**config.mk**
```make
export PLATFORM = sky130hd
export DESIGN_NAME = spi_fifo_port
export DESIGN_NICKNAME = d
export VERILOG_FILES = /design/src/spi_fifo_pkg.sv /design/src/spi_fifo_port.sv
export SDC_FILE = /design/constraint.sdc
export NUM_CORES = 2
export LEC_CHECK = 0
export ABC_CLOCK_PERIOD_IN_PS = 37300
export BUFFER_PORTS_ARGS = -buffer_cell sky130_fd_sc_hd__buf_2
export CORE_MARGIN = 10
export CORE_UTILIZATION = 32
export DETAILED_ROUTE_END_ITERATION = 10
export PLACE_DENSITY = 0.48
export SLEW_MARGIN = 10
export SYNTH_ARGS = -nofsm -noshare
export SYNTH_HDL_FRONTEND = slang
export SYNTH_SLANG_ARGS = --single-unit
```
**constraint.sdc**
```tcl
create_clock -name clk -period 37.3 [get_ports clk]
set_input_delay 7.46 -clock clk [delete_from_list [all_inputs] [get_ports clk]]
set_output_delay 7.46 -clock clk [all_outputs]
set_load 0.05 [all_outputs]
```
**src/spi_fifo_pkg.sv**
```systemverilog
// Shared constants and types for the serial port with circular buffer.
package spi_fifo_pkg;

    localparam logic [7:0] ADDR_CONTROL  = 8'h9a;
    localparam logic [7:0] ADDR_DATA     = 8'h9b;
    localparam logic [7:0] ADDR_RX_CTRL  = 8'h9c;
    localparam logic [7:0] ADDR_TX_CTRL  = 8'h9d;
    localparam logic [7:0] ADDR_START    = 8'h9e;
    localparam logic [7:0] ADDR_END      = 8'h9f;
    localparam logic [7:0] ADDR_PENDING  = 8'ha5;
    localparam logic [7:0] ADDR_AUX_EN   = 8'ha6;
    localparam logic [7:0] ADDR_AUX_STAT = 8'ha7;

    localparam int CTL_DIV_LSB = 5;
    localparam int CTL_FIFO    = 4;
    localparam int CTL_ORDER   = 3;
    localparam int CTL_MASTER  = 2;
    localparam int CTL_CPHA    = 1;
    localparam int CTL_CPOL    = 0;
    localparam int FLUSH_BIT   = 7;
    localparam int TC_CLK_EN   = 5;
    localparam int TC_OUTPUT_DRIVE_DELAY  = 4;
    localparam int TC_OUTPUT_DRIVE_ENABLE   = 3;
    localparam int AIE_TX      = 3;
    localparam int AIE_RX      = 2;

    // Index of each serial pin in the port latch and synchroniser vectors.
    localparam int PIN_SCLK = 3;
    localparam int PIN_MISO = 2;
    localparam int PIN_MOSI = 1;
    localparam int PIN_SS   = 0;

    localparam logic [6:0] PTR_RESET   = 7'h00;
    localparam logic [7:0] PTR_FLAG    = 8'h80;
    localparam logic [6:0] DBL_SPAN    = 7'h02;
    localparam logic [3:0] LAST_EDGE   = 4'hf;
    localparam logic [7:0] FILL_BYTE   = 8'hff;
    localparam logic [3:0] PEND_NONE   = 4'h0;
    localparam logic [3:0] PEND_RX     = 4'h3;
    localparam logic [3:0] PEND_TX     = 4'h4;
    localparam int         RAM_DEPTH   = 128;

    typedef enum logic {ST_IDLE, ST_XFER} state_t;

    typedef struct packed {
        logic [7:0] addr;
        logic [7:0] wdata;
        logic       wr;
        logic       rd;
    } sfr_req_t;

    typedef struct packed {
        logic sclk;
        logic miso;
        logic mosi;
        logic ss_n;
    } pin_in_t;

    typedef struct packed {
        logic sclk;
        logic sclk_oe_n;
        logic mosi;
        logic mosi_oe_n;
        logic miso;
        logic miso_oe_n;
    } pin_out_t;

endpackage : spi_fifo_pkg

```
**src/spi_fifo_port.sv**
```systemverilog
// Serial port engine with register port, circular buffer in indirect RAM and pins.
//
// Overview of operation
// - Control write resets engine, counts and pointers.
// - Master clock is system clock over 2..256.
// - Mode bit picks double buffer or circular FIFO.
// - Order bit picks MSB or LSB first.
// - Role bit: 0 slave, 1 master.
// - Phase sets data valid before or at edge.
// - Polarity sets clock idle low or high.
// - Data address writes transmit, reads receive.
// - Receive control read gives receive count.
// - Writing receive flush one empties receive.
// - Receive interrupt when count at least 2^n.
// - Transmit control read gives transmit count.
// - Transmit flush sets pointer to output pointer.
// - Master clock driver follows clock enable bit.
// - Data drive changes now or after byte.
// - Transmit interrupt when count at most 2^n.
// - Start address write clears both counts.
// - Transmit pointer advances unless hitting receive pointer.
// - Pointers wrap from end (start plus 2 in double buffer mode) back to start.
// - Receive pointer advances on read while nonempty.
// - Pending code 3 receive, 4 transmit.
// - Enable write masks, read returns raw state.
// - Pin drivers and the select input serve only with port latch set.
// - Aux status shows active unmasked interrupts, transmit and receive.
`timescale 1ns/10ps

module spi_fifo_port (
    input  wire logic                  clk,
    input  wire logic                  rst,
    input  wire spi_fifo_pkg::sfr_req_t sfr,
    output logic [7:0]                 sfr_rdata,
    input  wire logic [3:0]            port1_latch,
    input  wire spi_fifo_pkg::pin_in_t pins_in,
    output spi_fifo_pkg::pin_out_t     pins_out,
    output logic                       aux_irq
);
    import spi_fifo_pkg::*;

    typedef struct packed {
        state_t                      fsm;
        logic [7:0]                  ctrl;
        logic [2:0]                  rx_thr;
        logic [2:0]                  tx_thr;
        logic                        clk_en;
        logic                        drv_on;
        logic                        drv_wait;
        logic                        drv_pend;
        logic [6:0]                  lo;
        logic [6:0]                  end_addr;
        logic [6:0]                  tp;
        logic [6:0]                  op;
        logic [6:0]                  wp;
        logic [6:0]                  rp;
        logic [7:0]                  tx_sr;
        logic [7:0]                  rx_sr;
        logic [3:0]                  edge_idx;
        logic [7:0]                  div_cnt;
        logic                        sck;
        logic [1:0][7:0]             rxq;
        logic [1:0]                  rxq_cnt;
        logic                        tx_ie;
        logic                        rx_ie;
        logic [3:0]                  s1;
        logic [3:0]                  s2;
        logic                        sclk_prev;
        logic [7:0]                  rdata;
        pin_out_t                    pins;
        logic                        irq;
        logic [RAM_DEPTH-1:0][7:0]   mem;
    } regs_t;

    regs_t      q;
    regs_t      n;
    logic [6:0] hi;
    logic [7:0] tx_cnt;
    logic [7:0] rx_cnt;
    logic       rx_irq;
    logic       tx_irq;
    logic [3:0] pend_code;
    logic       tick;
    logic       dwr;

    function automatic logic [6:0] ring_inc(input logic [6:0] p, input logic [6:0] lo,
                                            input logic [6:0] top);
        return (p == top) ? lo : p + 7'd1;
    endfunction : ring_inc

    function automatic logic [7:0] ring_dist(input logic [6:0] a, input logic [6:0] b,
                                             input logic [6:0] lo, input logic [6:0] top);
        logic [7:0] size;
        size = {1'b0, top} - {1'b0, lo} + 8'd1;
        if (b >= a)
            return {1'b0, b} - {1'b0, a};
        return size - ({1'b0, a} - {1'b0, b});
    endfunction : ring_dist

    function automatic logic is_write(input sfr_req_t r, input logic [7:0] a);
        return r.wr && (r.addr == a);
    endfunction : is_write

    ////////////////////////////////////////////////////////////////////////////////
    // Derived status.

    always_comb begin
        // Double buffer mode keeps a three-slot ring so two bytes fit in total.
        hi        = q.ctrl[CTL_FIFO] ? q.end_addr : q.lo + DBL_SPAN;
        tx_cnt    = ring_dist(q.op, q.tp, q.lo, hi);
        rx_cnt    = ring_dist(q.rp, q.wp, q.lo, hi);
        rx_irq    = rx_cnt >= (8'd1 << q.rx_thr);
        tx_irq    = tx_cnt <= (8'd1 << q.tx_thr);
        // Receive outranks transmit, as lower codes are served first.
        if (rx_irq && q.rx_ie)
            pend_code = PEND_RX;
        else if (tx_irq && q.tx_ie)
            pend_code = PEND_TX;
        else
            pend_code = PEND_NONE;
        if (q.ctrl[CTL_MASTER])
            tick = (q.fsm == ST_XFER) &&
                   (q.div_cnt == (8'd1 << q.ctrl[CTL_DIV_LSB +: 3]) - 8'd1);
        else
            tick = (q.fsm == ST_XFER) && (q.s2[PIN_SCLK] != q.sclk_prev);
        dwr = is_write(sfr, ADDR_DATA);
    end

    ////////////////////////////////////////////////////////////////////////////////
    // Next state.

    always_comb begin
        logic       master;
        logic       cpha;
        logic       lsb;
        logic       ss_act;
        logic       in_bit;
        logic [6:0] tp_inc;
        master = q.ctrl[CTL_MASTER];
        cpha   = q.ctrl[CTL_CPHA];
        lsb    = q.ctrl[CTL_ORDER];
        ss_act = !q.s2[PIN_SS] && port1_latch[PIN_SS];
        in_bit = master ? q.s2[PIN_MISO] : q.s2[PIN_MOSI];
        tp_inc = ring_inc(q.tp, q.lo, hi);
        n = q;
        n.s1        = pins_in;
        n.s2        = q.s1;
        n.sclk_prev = q.s2[PIN_SCLK];

        // Software writes into the ring at the transmit pointer.
        if (dwr) begin
            n.mem[q.tp] = sfr.wdata;
            if (tp_inc != q.rp)
                n.tp = tp_inc;
        end

        // Drain the receive skid buffer into the ring. A slot is free once its byte
        // went out; with nothing queued, transmit and output pointers move along too.
        if (!dwr && q.rxq_cnt != 2'd0 &&
            (q.wp != q.op || (q.op == q.tp && tp_inc != q.rp))) begin
            n.mem[q.wp] = q.rxq[0];
            n.wp        = ring_inc(q.wp, q.lo, hi);
            if (q.wp == q.op) begin
                n.op = ring_inc(q.op, q.lo, hi);
                n.tp = tp_inc;
            end
            n.rxq[0]  = q.rxq[1];
            n.rxq_cnt = q.rxq_cnt - 2'd1;
        end

        if (sfr.rd && sfr.addr == ADDR_DATA && rx_cnt != 8'd0)
            n.rp = ring_inc(q.rp, q.lo, hi);

        case (q.fsm)
            ST_IDLE: begin
                n.sck      = q.ctrl[CTL_CPOL];
                n.div_cnt  = 8'd0;
                n.edge_idx = 4'd0;
                // The master waits for data and for room in the skid buffer.
                if ((master && tx_cnt != 8'd0 && q.rxq_cnt != 2'd2) ||
                    (!master && ss_act)) begin
                    n.fsm = ST_XFER;
                    if (q.op != q.tp) begin
                        n.tx_sr = q.mem[q.op];
                        n.op    = ring_inc(q.op, q.lo, hi);
                    end else begin
                        n.tx_sr = FILL_BYTE;
                    end
                end
            end
            ST_XFER: begin
                if (!master && !ss_act) begin
                    n.fsm = ST_IDLE;
                end else if (tick) begin
                    n.div_cnt  = 8'd0;
                    n.sck      = ~q.sck;
                    n.edge_idx = q.edge_idx + 4'd1;
                    if (q.edge_idx[0] == cpha)
                        n.rx_sr = lsb ? {in_bit, q.rx_sr[7:1]} : {q.rx_sr[6:0], in_bit};
                    else if (q.edge_idx != 4'd0 && q.edge_idx != LAST_EDGE)
                        n.tx_sr = lsb ? {1'b1, q.tx_sr[7:1]} : {q.tx_sr[6:0], 1'b1};
                    if (q.edge_idx == LAST_EDGE) begin
                        n.fsm = ST_IDLE;
                        // A full skid buffer in slave mode drops the byte: overrun.
                        if (n.rxq_cnt != 2'd2) begin
                            n.rxq[n.rxq_cnt[0]] = n.rx_sr;
                            n.rxq_cnt           = n.rxq_cnt + 2'd1;
                        end
                        if (q.drv_wait) begin
                            n.drv_on   = q.drv_pend;
                            n.drv_wait = 1'b0;
                        end
                    end
                end else if (master) begin
                    n.div_cnt = q.div_cnt + 8'd1;
                end
            end
            default: n.fsm = ST_IDLE;
        endcase

        // Register writes come last so that their resets override the engine.
        if (is_write(sfr, ADDR_CONTROL)) begin
            n.ctrl     = sfr.wdata;
            n.fsm      = ST_IDLE;
            n.tp       = q.lo;
            n.op       = q.lo;
            n.wp       = q.lo;
            n.rp       = q.lo;
            n.rxq_cnt  = 2'd0;
            n.edge_idx = 4'd0;
            n.sck      = sfr.wdata[CTL_CPOL];
        end
        if (is_write(sfr, ADDR_RX_CTRL)) begin
            n.rx_thr = sfr.wdata[2:0];
            if (sfr.wdata[FLUSH_BIT])
                n.rp = n.wp;
        end
        if (is_write(sfr, ADDR_TX_CTRL)) begin
            n.tx_thr = sfr.wdata[2:0];
            n.clk_en = sfr.wdata[TC_CLK_EN];
            if (sfr.wdata[FLUSH_BIT])
                n.tp = n.op;
            if (sfr.wdata[TC_OUTPUT_DRIVE_DELAY]) begin
                n.drv_pend = sfr.wdata[TC_OUTPUT_DRIVE_ENABLE];
                n.drv_wait = 1'b1;
            end else begin
                n.drv_on   = sfr.wdata[TC_OUTPUT_DRIVE_ENABLE];
                n.drv_wait = 1'b0;
            end
        end
        if (is_write(sfr, ADDR_START) || is_write(sfr, ADDR_END)) begin
            if (is_write(sfr, ADDR_START))
                n.lo = sfr.wdata[6:0];
            else
                n.end_addr = sfr.wdata[6:0];
            n.tp      = n.lo;
            n.op      = n.lo;
            n.wp      = n.lo;
            n.rp      = n.lo;
            n.rxq_cnt = 2'd0;
        end
        if (is_write(sfr, ADDR_AUX_EN)) begin
            n.tx_ie = sfr.wdata[AIE_TX];
            n.rx_ie = sfr.wdata[AIE_RX];
        end

        if (sfr.rd) begin
            case (sfr.addr)
                ADDR_CONTROL:  n.rdata = q.ctrl;
                ADDR_DATA:     n.rdata = q.mem[q.rp];
                ADDR_RX_CTRL:  n.rdata = rx_cnt;
                ADDR_TX_CTRL:  n.rdata = tx_cnt;
                ADDR_START:    n.rdata = PTR_FLAG | {1'b0, q.tp};
                ADDR_END:      n.rdata = PTR_FLAG | {1'b0, q.rp};
                ADDR_PENDING:  n.rdata = {4'h0, pend_code};
                ADDR_AUX_EN:   n.rdata = {4'h0, tx_irq, rx_irq, 2'b00};
                ADDR_AUX_STAT: n.rdata = {4'h0, tx_irq && q.tx_ie, rx_irq && q.rx_ie, 2'b00};
                default:       n.rdata = 8'h00;
            endcase
        end

        n.irq = (pend_code != PEND_NONE);
        n.pins.sclk      = n.sck;
        n.pins.sclk_oe_n = !(n.ctrl[CTL_MASTER] && n.clk_en && port1_latch[PIN_SCLK]);
        n.pins.mosi      = n.ctrl[CTL_ORDER] ? n.tx_sr[0] : n.tx_sr[7];
        n.pins.miso      = n.pins.mosi;
        n.pins.mosi_oe_n = !(n.ctrl[CTL_MASTER] && n.drv_on && port1_latch[PIN_MOSI]);
        n.pins.miso_oe_n = !(!n.ctrl[CTL_MASTER] && n.drv_on && ss_act &&
                             port1_latch[PIN_MISO]);
    end

    always_ff @(posedge clk or posedge rst) begin
        if (rst) begin
            // Drivers stay off and the select line reads idle while in reset, so
            // nothing fights the pins and no false slave frame starts on release.
            q                <= '0;
            q.pins.sclk_oe_n <= 1'b1;
            q.pins.mosi_oe_n <= 1'b1;
            q.pins.miso_oe_n <= 1'b1;
            q.s1[PIN_SS]     <= 1'b1;
            q.s2[PIN_SS]     <= 1'b1;
        end else begin
            q <= n;
        end
    end

    assign sfr_rdata = q.rdata;
    assign pins_out  = q.pins;
    assign aux_irq   = q.irq;

    ////////////////////////////////////////////////////////////////////////////////
    // Checks.

    logic [12:0] xfer_cycles;

    always_ff @(posedge clk or posedge rst) begin
        if (rst)
            xfer_cycles <= 13'd0;
        else if (q.fsm == ST_XFER)
            xfer_cycles <= xfer_cycles + 13'd1;
        else
            xfer_cycles <= 13'd0;
    end
endmodule : spi_fifo_port

```
==> impl_results.md <==
* Level count of the clock H-tree at 4
* Primary flip-flop cell chosen by synthesis mapping: dfrtp_1
* Starting Density at 32.2%
* Seq cells post-synth at 1156
* Shortest clock period the worst path allows after layout at 10.95 ns
* Row count at 179
* Avg Vias per Cell at 5.91
* Post-synthesis cell count at 7097
* Area enclosed by the die boundary at 260000 sq um
* Detailed placement HPWL at 198000 microns
* Endpoint required time on the critical path at 37.95 ns
* Antenna Violating Nets Remaining at 0
* Status: finished clean
* Number of instances resized during post-cts repair at 0
* Count of final hold-check violations at 0
* VDD IR-drop max at 0.0642 mV
* Final Routed Wirelength at 304000 microns
* Final GP Congestion at 0.917
* Cell accounting for the most synthesized area: dfrtp_1
* # setup viols final at 0
* Unrepaired setup endpoints after global routing: false
* Gr usage total at 22.9%
* Remaining global-route overflow at 0
* First drt pass iteration count at 9
* Clock tree from TritonCTS: done
* Clock buffer count from CTS at 144
* Wire length of the first global-routing pass at 439000 microns
* Total power per unit cell area at 65.3 nW/um^2
* Post-synth top area share at 37.5%
* Share of layout cells above drive strength 1 at 18.4%
* Y dimension of the die at 510 microns
* Number of flops mapped to enable cells by yosys at 0
* Yosys warnings at 0
* Number of different library cells in the post-synthesis netlist at 89
* Mapped cell area at 76800 sq um
* # nets final at 6854
* Worst Setup End Kind: flip-flop
* Leading cell type by number of instances after synthesis: dfrtp_1
* Fin Hold WS at 0.352 ns
* Post-Synthesis Net Count at 7211
* Final Cycle Share at 29.4%
* Type of the worst min-delay path: flip-flop to flip-flop
* Count of clock tree sinks at 1156
* Buffers from clock root to sink, at most at 3
* Maximum Capacitance Violations at 0
* Crit path launch type: input pin
* Area growth syn-to-layout at 9.80%
* Count of buffers inserted at the top-level ports at 42
* Clk slew on worst S/H paths at 0.06 ns
* Leakage power of the design at 38.3 nW
* Setup Skew at 0.0345 ns
* Clock network latency to the later pin of the worst-skew pair at 0.84 ns
* Async SR Flop Fraction at 100%
* Floorplan die width at 510 microns
* Tightest slew margin relative to the limit at 5.67%
* Top post-synthesis cells by count: dfrtp_1, mux2i_1, nand2_1
* DRC viols at 0
* Actual slew at the worst max-slew pin at 1.41 ns
* Max Fclk at 91.3 MHz
* Leading post-synthesis cells by cell area: dfrtp_1, mux4_2, mux2i_1
* Peak fanout along the critical path at 22
* Part of the Yosys area used for sequential elements at 37.7%
* Number of global-route vias before repair at 57200
* Routed len/inst at 30.3 microns
* Maximum number of pins on one net before global-route repair at 162
* Count of routing violations after the opening detailed-route iteration at 6939
* Number of buffers inserted for hold repair after clock tree synthesis at 0
* Total I/O pin count at 43
* Number of pins with negative max-slew slack in the final report at 0
* Arrival time at the worst endpoint at 11.61 ns
* Syn_area_per_cell at 10.8 sq um
* Class of the most critical setup path: input pin to flip-flop
* Std-Cell Core Area at 238000 sq um
* Vias at 59200
* Final TNS setup at 0 ns
* CTS Root Cell: clkbuf_16
* Buffer count from post-CTS setup fixing at 0
* Antenna violations before repair at 24
## cells by family (layout without fill, tap and decap cells)
family,after synthesis,count (layout),share of synthesized area [%]
adders and majority gates,86,86,1.57
buffers and inverters,750,507,4.01
AOI/OAI and AO/OA,1383,1383,9.80
and+or+nand+nor,1832,1832,11.4
other,0,9,0
DFF,1156,1156,37.7
muxes,1795,1795,34.4
xor gates and xnor gates,95,95,1.14
## critical path, stage by stage
cell and delay, ns:
buf_2 0.10, nor4bb_1 0.43, nand3b_1 0.28, or2_2 0.75, nor2_1 1.23, nand2_1 0.86, mux2i_1 0.34, a21oi_1 0.09
## layer usage
metal  GRT usage (%)  vias to the layer above  routed length [microns]
met5               0                        -                       72
met4            9.07                       10                    12800
met3            4.68                      514                    24800
met2            34.9                     2738                   137000
met1            31.8                    30400                   130000
li1                -                    25500                        -
## flip-flops by register name, indices dropped and copies added (netlist names), named ones only
| register | count |
|---|---|
| n | 5 |
| aux_irq | 1 |
| q | 1129 |
| pins_out | 5 |
| sfr_rdata | 8 |
## where the power goes
group / leakage, nW / switching [mW] / total, mW / internal (mW)
combinational: 20.3 / 1.40 / 2.29 / 0.888
clock: 2.38 / 0.613 / 1.47 / 0.856
sequential: 15.6 / 0.256 / 1.75 / 1.49
## cell usage in the layout (no fill, tap or decap), drive strengths merged, types with 13 or more instances in the layout
master	count
a211oi	16
a21o	19
a21oi	589
a22oi	15
a31oi	20
and2	13
and3	14
buf	173
clkbuf	208
clkinv	33
dfrtp	1151
fa	17
ha	69
inv	78
mux2	39
mux2i	1084
mux4	672
nand2	783
nand2b	14
nand3	67
nand4	71
nor2	676
nor2b	15
nor3	39
nor4	75
o211ai	21
o21ai	600
or3	17
xnor2	60
xor2	32
## path summary, 6_finish.rpt
check	start	end	slack, ns	cells past startpoint
worst max-delay path	sfr[16]	q[282]$_DFF_PP0_	26.35	8
worst min-delay path	n[1043]$_DFF_PP0_	n[1039]$_DFF_PP0_	0.35	0
worst max register to register	q[1153]$_DFFE_PP0P_	q[1090]$_DFFE_PP0P_	30.21	18
worst min register to register	n[1043]$_DFF_PP0_	n[1039]$_DFF_PP0_	0.35	0
max in group asynchronous	rst	q[442]$_DFF_PP0_	26.66	6
min in group asynchronous	rst	sfr_rdata[7]$_DFFE_PP0P_	6.77	2
## through the flow
step / cell area, sq um / utilization, % / power, mW / std cells / worst slack (ns)
detailed placement: 79500 / 33.3 / 4.02 / 9761 / 25.57
global route: 84300 / 35.4 / 5.73 / 10000 / 26.03
global placement: 79500 / 33.3 / 3.97 / 9761 / 25.65
CTS: 84300 / 35.4 / 5.49 / 10000 / 26.44
floorplan: 76800 / - / 3.23 / 7097 / 13.88
finish: 84300 / 35.4 / 5.51 / 10000 / 26.35
## layout make-up
type                            instances  area, sq um
Inverter                               74          289
Multi-Input combinational cell       5191        44900
Timing Repair Buffer                  173         1320
Antenna cell                            9         22.5
Clock buffer                          208         4210
Sequential cell                      1156        29000
Clock inverter                         52          618
Fill cell                           23600       154000
Tap cell                             3167         3960
Note: power is estimated with default switching activity, not from simulation.
